===== src/rtl/spl_pkg.sv =====
// Package of constants and types for the serial port block.
package spl_pkg;

    // ------------------------------------------------------------
    // Register map and reset values
    // ------------------------------------------------------------
    localparam logic [7:0] OFS_CTRL   = 8'h00;
    localparam logic [7:0] OFS_DATA   = 8'h04;
    localparam logic [7:0] OFS_PWR    = 8'h08;
    localparam logic [7:0] OFS_ADDR   = 8'h0c;
    localparam logic [7:0] OFS_BCAST  = 8'h10;
    localparam logic [7:0] OFS_ISTAT  = 8'h14;
    localparam logic [7:0] OFS_IMASK  = 8'h18;

    localparam logic [7:0] CTRL_RST   = 8'h00;
    localparam logic [1:0] PWR_RST    = 2'h0;
    localparam logic [7:0] ADDR_RST   = 8'h00;
    localparam logic [7:0] BCAST_RST  = 8'hff;
    localparam logic [7:0] DATA_RST   = 8'h00;

    // ------------------------------------------------------------
    // Field positions
    // ------------------------------------------------------------
    localparam int PWR_RD_BIT  = 7;
    localparam int PWR_EAS_BIT = 6;
    localparam int CTRL_FE_BIT = 7;

    localparam int IRQ_W      = 3;
    localparam int IRQ_TX_BIT = 0;
    localparam int IRQ_RX_BIT = 1;
    localparam int IRQ_FE_BIT = 2;
    localparam logic [IRQ_W-1:0] IRQ_RST = 3'h0;

    // ------------------------------------------------------------
    // Timing counts
    // ------------------------------------------------------------
    localparam int BAUD_DIV = 2;
    localparam logic [3:0] OVS_MID   = 4'h7;
    localparam logic [3:0] OVS_LAST  = 4'hf;
    localparam logic [3:0] SHIFT_LAST = 4'h7;
    localparam logic [3:0] LAST8     = 4'h8;
    localparam logic [3:0] LAST9     = 4'h9;

    // ------------------------------------------------------------
    // Types
    // ------------------------------------------------------------
    typedef enum logic [1:0] {
        MODE_SHIFT  = 2'h0,
        MODE_UART8  = 2'h1,
        MODE_UART9F = 2'h2,
        MODE_UART9T = 2'h3
    } spl_mode_e;

    typedef enum logic [1:0] {
        TX_IDLE  = 2'h0,
        TX_SHIFT = 2'h1,
        TX_STOP  = 2'h3
    } spl_tx_e;

    typedef enum logic [1:0] {
        RX_IDLE  = 2'h0,
        RX_START = 2'h1,
        RX_DATA  = 2'h3,
        RX_STOP  = 2'h2
    } spl_rx_e;

    typedef struct packed {
        logic serial_mode_high;
        logic serial_mode_low;
        logic multiproc_filter_enable;
        logic rx_enable;
        logic tx_ninth_bit;
        logic rx_ninth_bit;
        logic tx_done_flag;
        logic rx_done_flag;
    } spl_ctrl_s;

endpackage


===== src/rtl/spl_baud.sv =====
// Shift tick divider for the serial port.
`timescale 1ns/1ps

module spl_baud #(
    parameter int DIV = spl_pkg::BAUD_DIV
) (
    input  wire logic clk,
    input  wire logic rst_n,
    input  wire logic src_tick,
    input  wire logic rate_double,
    output logic      tick
);

    // ------------------------------------------------------------
    // Divider
    // ------------------------------------------------------------
    // Doubling the rate bypasses the divider.
    logic [1:0] cnt_ff;
    logic [1:0] nxt_cnt;
    wire        last = rate_double || (cnt_ff == 2'(DIV - 1));

    assign tick = src_tick & last;

    always_comb
    begin
        nxt_cnt = cnt_ff;
        if (src_tick)
            nxt_cnt = last ? 2'h0 : cnt_ff + 2'h1;
    end

    always_ff @(posedge clk or negedge rst_n)
    begin
        if (!rst_n)
            cnt_ff <= 2'h0;
        else
            cnt_ff <= nxt_cnt;
    end

endmodule // spl_baud


===== src/rtl/spl_serial.sv =====
// Serial port: control register, framing, rate select, APB slave.
// Operation
// - Mode code 0 shift register, 1 UART8, 2 UART9 fixed, 3 UART9 timer.
// - 9-bit filter: done only if ninth bit is 1 and address matches.
// - 8-bit filter: done only with valid stop bit and address match.
// - Shift mode clock idles at inverse of the filter bit.
// - Receive only while receive enable is set by software.
// - 9-bit modes store received ninth bit in rx ninth-bit field.
// - 8-bit mode, filter off: store stop bit in rx ninth-bit field.
// - Shift mode leaves rx ninth-bit field untouched.
// - Tx done at eighth bit end (shift) or stop start; software clears.
// - Rx done at eighth bit end (shift) or mid stop; software clears.
// - Shift mode rate is clock/4, or clock/2 with rate double; the code uses timer ticks instead when the tx ninth bit is set.
// - Fixed 9-bit rate is clock/32, or clock/16 with rate double.
// - 8-bit frame: zero start, eight data LSB first, one stop.
// - 9-bit frame adds tx ninth bit; received stop plays no part in acceptance.
// - Data write starts tx; UART rx starts on start bit if enabled.
// - Bad stop sets frame error; bit 7 shows it when selected.
//
// Implementation choices: the APB interface to the registers and the register addresses.
`timescale 1ns/1ps

module spl_serial (
    input  wire logic       SYS_CLK,
    input  wire logic       RST_N,
    input  wire logic       PSEL,
    input  wire logic       PENABLE,
    input  wire logic       PWRITE,
    input  wire logic [7:0] PADDR,
    input  wire logic [31:0] PWDATA,
    output logic [31:0]     PRDATA,
    output logic            PREADY,
    output logic            PSLVERR,
    input  wire logic       BAUD_TICK,
    output logic            TXD,
    input  wire logic       RXD_I,
    output logic            RXD_O,
    output logic            RXD_OE,
    output logic            IRQ
);

    // ------------------------------------------------------------
    // State
    // ------------------------------------------------------------
    spl_pkg::spl_ctrl_s ctrl_ff, nxt_ctrl;
    logic               fe_ff, nxt_fe;
    logic [1:0]         pwr_ff;
    logic [7:0]         addr_ff;
    logic [7:0]         bcast_ff;
    logic [7:0]         rbuf_ff;
    logic [2:0]         istat_ff, nxt_istat;
    logic [2:0]         imask_ff;
    logic [31:0]        prdata_ff;
    spl_pkg::spl_tx_e   tx_st_ff, nxt_tx_st;
    logic [3:0]         tx_idx_ff, nxt_tx_idx;
    logic [3:0]         tx_ovs_ff, nxt_tx_ovs;
    logic [8:0]         tx_sh_ff, nxt_tx_sh;
    spl_pkg::spl_rx_e   rx_st_ff, nxt_rx_st;
    logic [3:0]         rx_idx_ff, nxt_rx_idx;
    logic [3:0]         rx_ovs_ff, nxt_rx_ovs;
    logic [8:0]         rx_sh_ff, nxt_rx_sh;
    logic               rxd_prev_ff;
    logic               txd_ff, nxt_txd;
    logic               rxd_o_ff;
    logic               rxd_oe_ff;
    logic               tx_ev;
    logic               rx_ev;
    logic               fe_ev;
    logic               rb8_ev;
    logic               rb8_val;
    logic [7:0]         rx_byte;

    // ------------------------------------------------------------
    // Mode decode
    // ------------------------------------------------------------
    spl_pkg::spl_mode_e mode;
    assign mode = spl_pkg::spl_mode_e'({ctrl_ff.serial_mode_high,
                                        ctrl_ff.serial_mode_low});
    wire mode0 = (mode == spl_pkg::MODE_SHIFT);
    wire mode1 = (mode == spl_pkg::MODE_UART8);
    wire nine  = ctrl_ff.serial_mode_high;
    wire sm2   = ctrl_ff.multiproc_filter_enable;
    wire rdbl  = pwr_ff[1];
    wire eas   = pwr_ff[0];
    // Timer ticks drive modes 1 and 3, and mode 0 with the ninth bit set.
    wire use_timer = mode1 || (mode == spl_pkg::MODE_UART9T) ||
                     (mode0 && ctrl_ff.tx_ninth_bit);
    wire tick;

    // One tick is half a bit in mode 0 and a
    // sixteenth of a bit in the UART modes.
    spl_baud #(
        .DIV         (spl_pkg::BAUD_DIV)
    ) u_baud (
        .clk         (SYS_CLK),
        .rst_n       (RST_N),
        .src_tick    (use_timer ? BAUD_TICK : 1'b1),
        .rate_double (rdbl),
        .tick        (tick)
    );

    // ------------------------------------------------------------
    // APB decode
    // ------------------------------------------------------------
    wire setup    = PSEL & ~PENABLE;
    wire access   = PSEL & PENABLE;
    wire wr       = access & PWRITE;
    wire hit_ctrl = (PADDR == spl_pkg::OFS_CTRL);
    wire hit_data = (PADDR == spl_pkg::OFS_DATA);
    wire hit_pwr  = (PADDR == spl_pkg::OFS_PWR);
    wire hit_addr = (PADDR == spl_pkg::OFS_ADDR);
    wire hit_bc   = (PADDR == spl_pkg::OFS_BCAST);
    wire hit_ist  = (PADDR == spl_pkg::OFS_ISTAT);
    wire hit_imk  = (PADDR == spl_pkg::OFS_IMASK);
    wire mapped   = hit_ctrl | hit_data | hit_pwr | hit_addr |
                    hit_bc | hit_ist | hit_imk;
    wire wr_ctrl  = wr & hit_ctrl;
    wire wr_data  = wr & hit_data;

    // Bit 7 of the control word is the error flag when selected.
    wire [7:0] ctrl_rd = {eas ? fe_ff : ctrl_ff.serial_mode_high,
                          ctrl_ff[6:0]};
    wire [7:0] pwr_rd  = {rdbl, eas, 6'h00};

    wire [31:0] rd_data =
        hit_ctrl ? {24'h0, ctrl_rd} :
        hit_data ? {24'h0, rbuf_ff} :
        hit_pwr  ? {24'h0, pwr_rd} :
        hit_addr ? {24'h0, addr_ff} :
        hit_bc   ? {24'h0, bcast_ff} :
        hit_ist  ? {29'h0, istat_ff} :
        hit_imk  ? {29'h0, imask_ff} : 32'h0;

    assign PREADY  = 1'b1;
    assign PSLVERR = access & ~mapped;
    assign PRDATA  = prdata_ff;
    assign IRQ     = |(istat_ff & imask_ff);

    // ------------------------------------------------------------
    // Control register
    // ------------------------------------------------------------
    // A hardware set beats a same-cycle software clear,
    // so no event is lost.
    always_comb
    begin
        nxt_ctrl = ctrl_ff;
        nxt_fe   = fe_ff;
        if (wr_ctrl)
        begin
            nxt_ctrl = spl_pkg::spl_ctrl_s'(PWDATA[7:0]);
            if (eas)
            begin
                nxt_ctrl.serial_mode_high = ctrl_ff.serial_mode_high;
                nxt_fe = PWDATA[spl_pkg::CTRL_FE_BIT];
            end
        end
        if (tx_ev)
            nxt_ctrl.tx_done_flag = 1'b1;
        if (rx_ev)
            nxt_ctrl.rx_done_flag = 1'b1;
        if (rb8_ev)
            nxt_ctrl.rx_ninth_bit = rb8_val;
        if (fe_ev)
            nxt_fe = 1'b1;
    end

    always_comb
    begin
        nxt_istat = istat_ff;
        if (wr & hit_ist)
            nxt_istat = istat_ff & ~PWDATA[2:0];
        nxt_istat[spl_pkg::IRQ_TX_BIT] =
            nxt_istat[spl_pkg::IRQ_TX_BIT] | tx_ev;
        nxt_istat[spl_pkg::IRQ_RX_BIT] =
            nxt_istat[spl_pkg::IRQ_RX_BIT] | rx_ev;
        nxt_istat[spl_pkg::IRQ_FE_BIT] =
            nxt_istat[spl_pkg::IRQ_FE_BIT] | fe_ev;
    end

    // ------------------------------------------------------------
    // Transmitter
    // ------------------------------------------------------------
    wire [3:0] tx_last = nine ? spl_pkg::LAST9 : spl_pkg::LAST8;
    wire tx_end = tick & (mode0 ? tx_ovs_ff[0] :
                          (tx_ovs_ff == spl_pkg::OVS_LAST));

    always_comb
    begin
        nxt_tx_st  = tx_st_ff;
        nxt_tx_idx = tx_idx_ff;
        nxt_tx_ovs = tx_ovs_ff;
        nxt_tx_sh  = tx_sh_ff;
        tx_ev      = 1'b0;
        case (tx_st_ff)
            spl_pkg::TX_IDLE:
            begin
                // A write while busy is dropped, not queued.
                if (wr_data)
                begin
                    nxt_tx_sh  = {ctrl_ff.tx_ninth_bit, PWDATA[7:0]};
                    nxt_tx_idx = 4'h0;
                    nxt_tx_ovs = 4'h0;
                    nxt_tx_st  = spl_pkg::TX_SHIFT;
                end
            end
            spl_pkg::TX_SHIFT:
            begin
                if (tick)
                    nxt_tx_ovs = tx_ovs_ff + 4'h1;
                if (tx_end)
                begin
                    nxt_tx_ovs = 4'h0;
                    nxt_tx_idx = tx_idx_ff + 4'h1;
                    if (mode0 || tx_idx_ff != 4'h0)
                        nxt_tx_sh = {1'b0, tx_sh_ff[8:1]};
                    if (mode0 && tx_idx_ff == spl_pkg::SHIFT_LAST)
                    begin
                        tx_ev     = 1'b1;
                        nxt_tx_st = spl_pkg::TX_IDLE;
                    end
                    else if (!mode0 && tx_idx_ff == tx_last)
                    begin
                        tx_ev     = 1'b1;
                        nxt_tx_st = spl_pkg::TX_STOP;
                    end
                end
            end
            spl_pkg::TX_STOP:
            begin
                if (tick)
                    nxt_tx_ovs = tx_ovs_ff + 4'h1;
                if (tx_end)
                    nxt_tx_st = spl_pkg::TX_IDLE;
            end
            default:
                nxt_tx_st = spl_pkg::TX_IDLE;
        endcase
    end

    // ------------------------------------------------------------
    // Receiver
    // ------------------------------------------------------------
    wire [3:0] rx_last = mode0 ? spl_pkg::SHIFT_LAST :
                         (nine ? spl_pkg::LAST8 : spl_pkg::SHIFT_LAST);
    wire rx_mid = tick & (mode0 ? rx_ovs_ff[0] :
                          (rx_ovs_ff == spl_pkg::OVS_MID));
    wire rx_end = tick & (mode0 ? rx_ovs_ff[0] :
                          (rx_ovs_ff == spl_pkg::OVS_LAST));
    wire [8:0] rx_shifted = {RXD_I, rx_sh_ff[8:1]};
    wire [7:0] uart_byte  = nine ? rx_sh_ff[7:0] : rx_sh_ff[8:1];
    wire ninth = rx_sh_ff[8];
    wire match = (uart_byte == addr_ff) || (uart_byte == bcast_ff);
    wire ok9 = !sm2 || (ninth && match);
    wire ok8 = !sm2 || (RXD_I && match);

    always_comb
    begin
        nxt_rx_st  = rx_st_ff;
        nxt_rx_idx = rx_idx_ff;
        nxt_rx_ovs = rx_ovs_ff;
        nxt_rx_sh  = rx_sh_ff;
        rx_ev      = 1'b0;
        fe_ev      = 1'b0;
        rb8_ev     = 1'b0;
        rb8_val    = 1'b0;
        rx_byte    = uart_byte;
        case (rx_st_ff)
            spl_pkg::RX_IDLE:
            begin
                nxt_rx_ovs = 4'h0;
                nxt_rx_idx = 4'h0;
                if (ctrl_ff.rx_enable && mode0 &&
                    !ctrl_ff.rx_done_flag)
                    nxt_rx_st = spl_pkg::RX_DATA;
                else if (ctrl_ff.rx_enable && !mode0 &&
                         rxd_prev_ff && !RXD_I)
                    nxt_rx_st = spl_pkg::RX_START;
            end
            spl_pkg::RX_START:
            begin
                if (tick)
                    nxt_rx_ovs = rx_ovs_ff + 4'h1;
                if (rx_mid && RXD_I)
                    nxt_rx_st = spl_pkg::RX_IDLE;
                else if (rx_end)
                begin
                    nxt_rx_ovs = 4'h0;
                    nxt_rx_st  = spl_pkg::RX_DATA;
                end
            end
            spl_pkg::RX_DATA:
            begin
                if (tick)
                    nxt_rx_ovs = rx_ovs_ff + 4'h1;
                if (rx_mid)
                    nxt_rx_sh = rx_shifted;
                if (rx_end)
                begin
                    nxt_rx_ovs = 4'h0;
                    nxt_rx_idx = rx_idx_ff + 4'h1;
                    if (rx_idx_ff == rx_last)
                    begin
                        if (mode0)
                        begin
                            // Ninth-bit field is left alone here.
                            rx_byte   = rx_shifted[8:1];
                            rx_ev     = 1'b1;
                            nxt_rx_st = spl_pkg::RX_IDLE;
                        end
                        else
                            nxt_rx_st = spl_pkg::RX_STOP;
                    end
                end
            end
            spl_pkg::RX_STOP:
            begin
                if (tick)
                    nxt_rx_ovs = rx_ovs_ff + 4'h1;
                if (rx_mid)
                begin
                    nxt_rx_st = spl_pkg::RX_IDLE;
                    fe_ev     = !RXD_I;
                    if (nine)
                    begin
                        // Stop bit plays no part in acceptance.
                        rx_ev   = ok9;
                        rb8_ev  = ok9;
                        rb8_val = ninth;
                    end
                    else
                    begin
                        rx_ev   = ok8;
                        rb8_ev  = ok8 && !sm2;
                        rb8_val = RXD_I;
                    end
                end
            end
            default:
                nxt_rx_st = spl_pkg::RX_IDLE;
        endcase
        // Clearing the enable drops a frame in flight.
        if (!ctrl_ff.rx_enable)
            nxt_rx_st = spl_pkg::RX_IDLE;
    end

    // ------------------------------------------------------------
    // Line drive
    // ------------------------------------------------------------
    wire tx_busy  = (tx_st_ff != spl_pkg::TX_IDLE);
    wire rx0_busy = mode0 && (rx_st_ff == spl_pkg::RX_DATA);
    wire phase    = tx_busy ? tx_ovs_ff[0] : rx_ovs_ff[0];

    always_comb
    begin
        if (mode0)
            nxt_txd = (tx_busy || rx0_busy) ? (phase ? ~sm2 : sm2)
                                            : ~sm2;
        else if (tx_st_ff == spl_pkg::TX_SHIFT)
            nxt_txd = (tx_idx_ff == 4'h0) ? 1'b0 : tx_sh_ff[0];
        else
            nxt_txd = 1'b1;
    end

    // ------------------------------------------------------------
    // Registers
    // ------------------------------------------------------------
    always_ff @(posedge SYS_CLK or negedge RST_N)
    begin
        if (!RST_N)
        begin
            ctrl_ff  <= spl_pkg::spl_ctrl_s'(spl_pkg::CTRL_RST);
            fe_ff    <= 1'b0;
            pwr_ff   <= spl_pkg::PWR_RST;
            addr_ff  <= spl_pkg::ADDR_RST;
            bcast_ff <= spl_pkg::BCAST_RST;
            rbuf_ff  <= spl_pkg::DATA_RST;
            istat_ff <= spl_pkg::IRQ_RST;
            imask_ff <= spl_pkg::IRQ_RST;
            prdata_ff <= 32'h0;
        end
        else
        begin
            ctrl_ff  <= nxt_ctrl;
            fe_ff    <= nxt_fe;
            istat_ff <= nxt_istat;
            if (wr & hit_pwr)
                pwr_ff <= {PWDATA[spl_pkg::PWR_RD_BIT],
                           PWDATA[spl_pkg::PWR_EAS_BIT]};
            if (wr & hit_addr)
                addr_ff <= PWDATA[7:0];
            if (wr & hit_bc)
                bcast_ff <= PWDATA[7:0];
            if (wr & hit_imk)
                imask_ff <= PWDATA[2:0];
            if (rx_ev)
                rbuf_ff <= rx_byte;
            if (setup)
                prdata_ff <= rd_data;
        end
    end

    always_ff @(posedge SYS_CLK or negedge RST_N)
    begin
        if (!RST_N)
        begin
            tx_st_ff    <= spl_pkg::TX_IDLE;
            tx_idx_ff   <= 4'h0;
            tx_ovs_ff   <= 4'h0;
            tx_sh_ff    <= 9'h000;
            rx_st_ff    <= spl_pkg::RX_IDLE;
            rx_idx_ff   <= 4'h0;
            rx_ovs_ff   <= 4'h0;
            rx_sh_ff    <= 9'h000;
            rxd_prev_ff <= 1'b1;
        end
        else
        begin
            tx_st_ff    <= nxt_tx_st;
            tx_idx_ff   <= nxt_tx_idx;
            tx_ovs_ff   <= nxt_tx_ovs;
            tx_sh_ff    <= nxt_tx_sh;
            rx_st_ff    <= nxt_rx_st;
            rx_idx_ff   <= nxt_rx_idx;
            rx_ovs_ff   <= nxt_rx_ovs;
            rx_sh_ff    <= nxt_rx_sh;
            rxd_prev_ff <= RXD_I;
        end
    end

    // Registered pins keep decode glitches off the line.
    always_ff @(posedge SYS_CLK or negedge RST_N)
    begin
        if (!RST_N)
        begin
            txd_ff    <= 1'b1;
            rxd_o_ff  <= 1'b1;
            rxd_oe_ff <= 1'b0;
        end
        else
        begin
            txd_ff    <= nxt_txd;
            rxd_o_ff  <= tx_sh_ff[0];
            rxd_oe_ff <= mode0 & tx_busy;
        end
    end

    assign TXD    = txd_ff;
    assign RXD_O  = rxd_o_ff;
    assign RXD_OE = rxd_oe_ff;

endmodule // spl_serial


===== config.mk =====
export PLATFORM = sky130hd
export DESIGN_NAME = spl_serial
export DESIGN_NICKNAME = d
export VERILOG_FILES = /design/src/rtl/spl_pkg.sv /design/src/rtl/spl_baud.sv /design/src/rtl/spl_serial.sv
export SDC_FILE = /design/constraint.sdc
export NUM_CORES = 1
export LEC_CHECK = 0
export ABC_AREA = 1
export BUFFER_PORTS_ARGS = -buffer_cell sky130_fd_sc_hd__buf_2
export CAP_MARGIN = 0
export CORE_MARGIN = 1.5
export CORE_UTILIZATION = 55
export CTS_BUF_LIST = sky130_fd_sc_hd__clkbuf_8 sky130_fd_sc_hd__clkbuf_16
export CTS_CLUSTER_SIZE = 30
export DETAILED_ROUTE_END_ITERATION = 10
export PLACE_DENSITY = 0.78
export SYNTH_ARGS = -nofsm -noshare
export SYNTH_HDL_FRONTEND = slang
export SYNTH_SLANG_ARGS = --single-unit

===== constraint.sdc =====
create_clock -name SYS_CLK -period 3.9 [get_ports SYS_CLK]
set_input_delay 0.585 -clock SYS_CLK [delete_from_list [all_inputs] [get_ports SYS_CLK]]
set_output_delay 0.585 -clock SYS_CLK [all_outputs]
set_load 0.05 [all_outputs]

==> impl_metrics.py, run 1 <==
metrics = {
    "hold_path": {
        "whs_path_depth": 1,
        "hold_class": "input port to register",
    },
    "critical_path": {
        "slowest_delay_ns": 0.60,
        "cp.depth": 11,
        "reg2reg_depth": 11,
        "crit_top_cell": "nand2_1",
        "cp-end-kind": "register",
        "crit_family": "simple AND/OR/NAND/NOR gates",
        "crit_arrival_ns": 2.69,
        "crit_fanout": 25,
        "start_kind": "register",
        "cp_num_buf_inv": 3,
        "crit_chain": "inv_4 -> nand2_1 -> a21oi_2 -> inv_2 -> nand2_4 -> nor2_2 -> nand3_2 -> o21ai_0 -> inv_1 -> nand2_1 -> nand2_1",
        "critPathSlowestCell": "dfrtp_1",
        "setup.worst_path.class": "register to register",
        "required_ns": 4.17,
    },
    "power_and_ir_drop": {
        "p_leak_nw": 3.004,
        "switchingPower_mw": 1.032,
        "pwr-share-clk_pct": 22.4,
        "vdd_drop_max_uv": 324.7,
        "intPower_mw": 1.585,
        "power.total_mw": 2.617,
        "power.share.switching_pct": 39.43,
        "share_comb_of_total_power_pct": 31.5,
        "seqPwrFrac_pct": 46.1,
        "power.density_mw_per_mm2": 450.5,
    },
    "synth": {
        "synth_compound_area_share_pct": 14.70,
        "synth.avg_cell_area_um2": 7.432,
        "synth_seq_cells": 93,
        "synthCells": 734,
        "ys_warn_count": 0,
        "async_flop_share_pct": 100.0,
        "synth-adder-area-share_pct": 1.376,
        "synth_top_family_by_area": "simple AND/OR/NAND/NOR gates",
        "synth_area_mm2": 0.005455,
        "muxShareOfSynthArea_pct": 0.3670,
        "yosysUniqueCellTypes": 41,
        "synthSimpleGateAreaFrac_pct": 26.42,
        "synth_edf_count": 0,
        "ys.flop_type": "dfrtp_1",
        "ys_seq_area_share_pct": 42.91,
        "synth_xor_area_share_pct": 0.9633,
    },
    "global_route": {
        "busiest_layer": "met2",
        "grt_pass1_vias": 4451,
        "grt-ovfl-total": 0,
        "track_usage_pct": 26.26,
        "use_met3_pct": 4.678,
        "grt_max_degree": 78,
        "grtUsageMet1_pct": 36.15,
        "grt_pass1_wl_um": 21130,
        "met2_usage_pct": 41.62,
        "antenna_found_initial": 0,
    },
    "placement": {
        "pre_cts_slack_ns": 1.354,
        "io_buffer_count": 35,
        "dpl.hpwl_um": 9316,
        "gp_congestion": 0.9537,
    },
    "route": {
        "ant_nets": 0,
        "wl_per_cell_um": 14.13,
        "routed_wl_um": 12820,
        "via_count": 4882,
        "drt_first_pass_iters": 5,
        "vias_per_cell": 5.383,
        "drt_iter0_drc": 351,
        "drc_errors": 0,
    },
    "clocking": {
        "numCtsBuffers": 9,
        "holdBufCountCts": 0,
        "cts_resized": 0,
        "cts-root-buf": "clkbuf_8",
        "cts_tree": "built",
        "cts_setup_buffers": 0,
        "cts.sinks": 93,
        "path_clk_slew_ns": 0.10,
        "cts_buffer_depth": 2,
        "cts_max_level": 3,
        "clock_latency_ns": 0.38,
    },
    "timing": {
        "rsz0062_at_grt": "no",
        "setup_viol": 0,
        "period_minus_slack_ns": 2.417,
        "slew_violations": 0,
        "fin_skew_ns": 0.01154,
        "fmax_mhz": 413.7,
        "timing.hold.ws_ns": 0.3375,
        "finalHoldViolCount": 0,
        "period_share_pct": 61.99,
        "tns_ns": 0,
        "slew-limit-headroom_pct": 36.22,
        "worst_slack_ns": 1.483,
        "tightest_slew_ns": 0.9567,
    },
    "die": {
        "num_rows": 36,
        "start_util_pct": 56.33,
        "die_width_um": 102.6,
        "ios": 85,
        "die_area_mm2": 0.01052,
        "core_mm2": 0.009684,
        "die_y_um": 102.6,
    },
    "finish": {
        "num_antenna_cells": 0,
        "area_growth_pct": 6.491,
        "drive_above_1_share_pct": 12.40,
        "n_fill_cell": 876,
        "nNetsFinal": 822,
    },
    "outcome": {
        "status": "complete, no violations",
    },
    "job": {
        "maxCapViolCount": 0,
    },
}
## cells in the mapped netlist, types with 4 or more instances
library cell | count | area, um2
nand2_1 | 201 | 754.5
inv_1 | 108 | 405.4
dfrtp_1 | 82 | 2052
o21ai_0 | 77 | 385.4
nand3_1 | 47 | 235.2
nor2_1 | 41 | 153.9
buf_4 | 25 | 187.7
o21ai_1 | 15 | 75.07
a21oi_1 | 14 | 70.07
o22ai_1 | 12 | 75.07
dfstp_2 | 11 | 289.0
o211ai_1 | 11 | 82.58
nor3_1 | 8 | 40.04
inv_2 | 7 | 26.28
nand2_2 | 7 | 43.79
clkbuf_1 | 6 | 22.52
ha_1 | 6 | 75.07
nor2_2 | 6 | 37.54
xor2_1 | 6 | 52.55
nand3b_1 | 4 | 30.03
o31ai_1 | 4 | 30.03
## worst paths after layout
path | slack [ns] | endpoint | start
setup / recovery | 1.48 | rbuf_ff[6]$_DFFE_PN0P_ | nine$_DFFE_PN0P_
hold / removal | 0.34 | rxd_prev_ff$_DFF_PN1_ | RXD_I
min in group asynchronous | 0.36 | rx_sh_ff[1]$_DFFE_PN0P_ | RST_N
hold reg to reg | 0.42 | RXD_O$_DFF_PN1_ | tx_sh_ff[0]$_DFFE_PN0P_
max in group asynchronous | 2.65 | TXD$_DFF_PN1_ | RST_N
setup reg to reg | 1.48 | rbuf_ff[6]$_DFFE_PN0P_ | nine$_DFFE_PN0P_
## layout make-up
cell class | instances | area [um2] | share of cell area [%]
Clock buffer | 9 | 123.9 | 2.132
Clock inverter | 7 | 43.79 | 0.7538
Inverter | 117 | 441.7 | 7.603
Multi-Input combinational cell | 509 | 2485 | 42.77
Sequential cell | 93 | 2341 | 40.30
Tap cell | 133 | 166.4 | 2.865
Timing Repair Buffer | 39 | 207.7 | 3.575
## through the flow
step	std cells	utilization, %	instance area, um2
after global routing	907	59.99	5809
after global placement	891	58.26	5642
after floorplan	757	-	5542
final	907	59.99	5809
after CTS	907	59.99	5809
after detailed placement	891	58.26	5642
## cells in the final DEF, fill, tap and decap left out, drive strengths merged, types with 12 or more instances in the layout
cell   Yosys  final
nand3     50     50
o21ai     93     93
dfrtp     82     82
o22ai     12     12
nor2      49     49
a21oi     15     15
nand2    211    211
buf       32     39
inv      116    119
conb       2     25
## routing by layer
metal	share of wire (%)	wire [um]
met1	45	5787
met2	45	5802
met3	6.9	879
met4	2.7	347
met5	0	0
## cells by family after synthesis
logic type               after synthesis
AO/OA/AOI/OAI                        143
XOR/XNOR                               6
adder cells (fa/ha/maj)                6
buffers and inverters                155
flip-flops                            93
multiplexers                           2
other                                  2
AND/OR/NAND/NOR                      327
## registers in the layout, indices dropped and copies added, names as in the netlist, 4 cells and up
| name | count |
|---|---|
| tx_ovs_ff | 4 |
| tx_sh_ff | 9 |
| bcast_ff | 8 |
| addr_ff | 8 |
| rx_ovs_ff | 4 |
| ctrl_ff | 6 |
| PRDATA | 8 |
| tx_idx_ff | 4 |
| rbuf_ff | 8 |
| rx_sh_ff | 9 |
| rx_idx_ff | 4 |
## power groups by stage
stage,clock network [mW],registers (mW),logic (mW)
after floorplan,0,1.25,0.617
after CTS,0.596,1.21,0.821
after global placement,0,1.22,0.784
after detailed placement,0,1.22,0.815
after global routing,0.631,1.23,0.927
final,0.587,1.21,0.823
## worst register-to-register path, delay by kind of cell (launching register included)
| kind | cells | cell delay [ns] |
|---|---|---|
| compound gates | 2 | 0.45 |
| simple gates | 6 | 0.93 |
| buf+inv | 3 | 0.35 |
| flops | 1 | 0.60 |
(Power assumes the default switching activity.)
==> run 2: changes to the inputs <==
==> constraint.sdc (replaced) <==
create_clock -name SYS_CLK -period 2.3 [get_ports SYS_CLK]
set_input_delay 0.345 -clock SYS_CLK [delete_from_list [all_inputs] [get_ports SYS_CLK]]
set_output_delay 0.345 -clock SYS_CLK [all_outputs]
set_load 0.05 [all_outputs]
==> run 2 against run 1 <==
Final cell count rose by 1.1%. Highest routed layer unchanged. Routed wire length down 1.2%. Sequential share of layout area is 0.63 points lower. Critical path depth is the same. Register-to-register slack lost 1.2 ns. Core utilization is 0.98 points higher. Worst setup slack lost 1.2 ns. Worst hold slack got worse by 0.25 ns.
==> impl_metrics.py, run 2 (synthesized netlist as in run 1, its figures left out) <==
metrics = {
    "route": {
        "drt_first_pass_iters": 5,
        "wl_per_cell_um": 13.81,
        "drt_iter0_drc": 340,
        "vias_per_cell": 5.389,
        "routed_wl_um": 12670,
        "ant_nets": 0,
        "via_count": 4942,
        "drc_errors": 0,
    },
    "clocking": {
        "cts_tree": "built",
        "cts_max_level": 3,
        "cts.sinks": 93,
        "clock_latency_ns": 0.38,
        "numCtsBuffers": 9,
        "path_clk_slew_ns": 0.09,
        "cts_buffer_depth": 2,
        "cts-root-buf": "clkbuf_8",
    },
    "global_route": {
        "grt_max_degree": 45,
        "met2_usage_pct": 40.04,
        "grt-ovfl-total": 0,
        "busiest_layer": "met2",
        "use_met3_pct": 3.322,
        "grtUsageMet1_pct": 37.57,
        "antenna_found_initial": 0,
        "grt_pass1_wl_um": 20910,
        "track_usage_pct": 26.01,
        "grt_pass1_vias": 4396,
    },
    "critical_path": {
        "setup.worst_path.class": "register to register",
        "start_kind": "register",
        "crit_fanout": 10,
        "required_ns": 2.57,
        "cp-end-kind": "register",
        "crit_arrival_ns": 2.32,
    },
    "placement": {
        "dpl.hpwl_um": 9594,
        "pre_cts_slack_ns": 0.1652,
        "io_buffer_count": 35,
        "place_area_mm2": 0.005707,
        "gp_congestion": 0.9183,
    },
    "timing": {
        "period_share_pct": 88.88,
        "tns_ns": 0,
        "rsz0062_at_grt": "no",
        "fin_skew_ns": 0.01321,
        "worst_slack_ns": 0.2557,
        "fmax_mhz": 489.2,
        "finalHoldViolCount": 0,
        "setup_viol": 0,
        "tightest_slew_ns": 0.6035,
        "slew_violations": 0,
        "period_minus_slack_ns": 2.044,
        "slew-limit-headroom_pct": 59.77,
    },
    "die": {
        "die_width_um": 102.6,
        "die_y_um": 102.6,
        "core_mm2": 0.009684,
        "ios": 85,
        "start_util_pct": 56.33,
        "num_rows": 36,
        "die_area_mm2": 0.01052,
    },
    "finish": {
        "area_growth_pct": 8.234,
        "stdcell_area_mm2": 0.005904,
        "n_fill_cell": 881,
        "drive_above_1_share_pct": 13.54,
        "final_common_cell": "nand2_1",
        "multi_input_area_mm2": 0.002490,
        "layout_common_cells": "nand2_1 (201), inv_1 (110), dfrtp_1 (81), o21ai_0 (77), nand3_1 (47)",
        "seq_area_mm2": 0.002342,
        "top_regs": "rx_sh_ff (9), tx_sh_ff (9)",
        "nNetsFinal": 831,
    },
    "outcome": {
        "status": "complete, no violations",
    },
    "power_and_ir_drop": {
        "vdd_drop_max_uv": 726.3,
        "p_leak_nw": 3.065,
        "power.total_mw": 4.472,
        "power.density_mw_per_mm2": 757.4,
    },
    "hold_path": {
        "hold_class": "input port to register",
    },
    "job": {
        "maxCapViolCount": 0,
    },
}
-- run 2: critical path: stages, from the launching register on --
cell	delay (ns)
dfrtp_2	0.45
buf_4	0.17
nor2_8	0.13
inv_2	0.12
nand2_1	0.07
o21ai_0	0.10
nor2_2	0.21
inv_1	0.10
o21ai_1	0.27
o21ai_0	0.17
nand2_1	0.09
o31ai_1	0.06
-- run 2: area by class of cell --
type                    instances  share of cell area, %
flip-flops and latches         93                  39.67
clock inverters                 6                 0.5722
well taps                     133                  2.818
diodes                          1                0.04238
clock buffers                  10                  2.331
repair buffers                 48                  4.916
multi-input cells             509                  42.17
inverters                     117                  7.480
-- run 2: where the power goes --
group          total, mW  switching [mW]  internal, mW
registers           2.05           0.168          1.88
clock network       1.01           0.595         0.413
logic               1.42           0.986         0.429
-- run 2: final timing paths --
| check | slack (ns) | end | cells after the start | start |
|---|---|---|---|---|
| min in group asynchronous | 0.51 | rx_sh_ff[0]$_DFFE_PN0P_ | 2 | RST_N |
| min | 0.09 | rxd_prev_ff$_DFF_PN1_ | 1 | RXD_I |
| max reg2reg | 0.26 | tx_ovs_ff[0]$_DFFE_PN0P_ | 11 | nine$_DFFE_PN0P_ |
| max | 0.26 | tx_ovs_ff[0]$_DFFE_PN0P_ | 11 | nine$_DFFE_PN0P_ |
| min reg2reg | 0.42 | RXD_O$_DFF_PN1_ | 0 | tx_sh_ff[0]$_DFFE_PN0P_ |
| max in group asynchronous | 1.11 | RXD_O$_DFF_PN1_ | 3 | RST_N |
-- run 2: metrics by stage --
step | hold slack (ns) | std cells | utilization [%]
3_3_place_gp | 0.3800 | 898 | 58.93
2_1_floorplan | 0.04941 | 757 | -
4_1_cts | 0.08639 | 915 | 60.80
3_5_place_dp | 0.3911 | 898 | 58.93
6_report | 0.08839 | 917 | 60.97
5_1_grt | 0.08654 | 916 | 60.94
-- run 2: routing by layer --
layer | up-vias | part of all wire [%]
li1 | 2398 | -
met3 | 20 | 5.8
met2 | 197 | 46
met1 | 2327 | 47
met5 | - | 0
met4 | 0 | 1.9
-- run 2: repair_timing --
item	in CTS	in global routing
buffers inserted	0	1
resized for setup	0	2
endpoints found under the setup margin	0	15
hold endpoints to repair	33	0
hold buffers	1	0
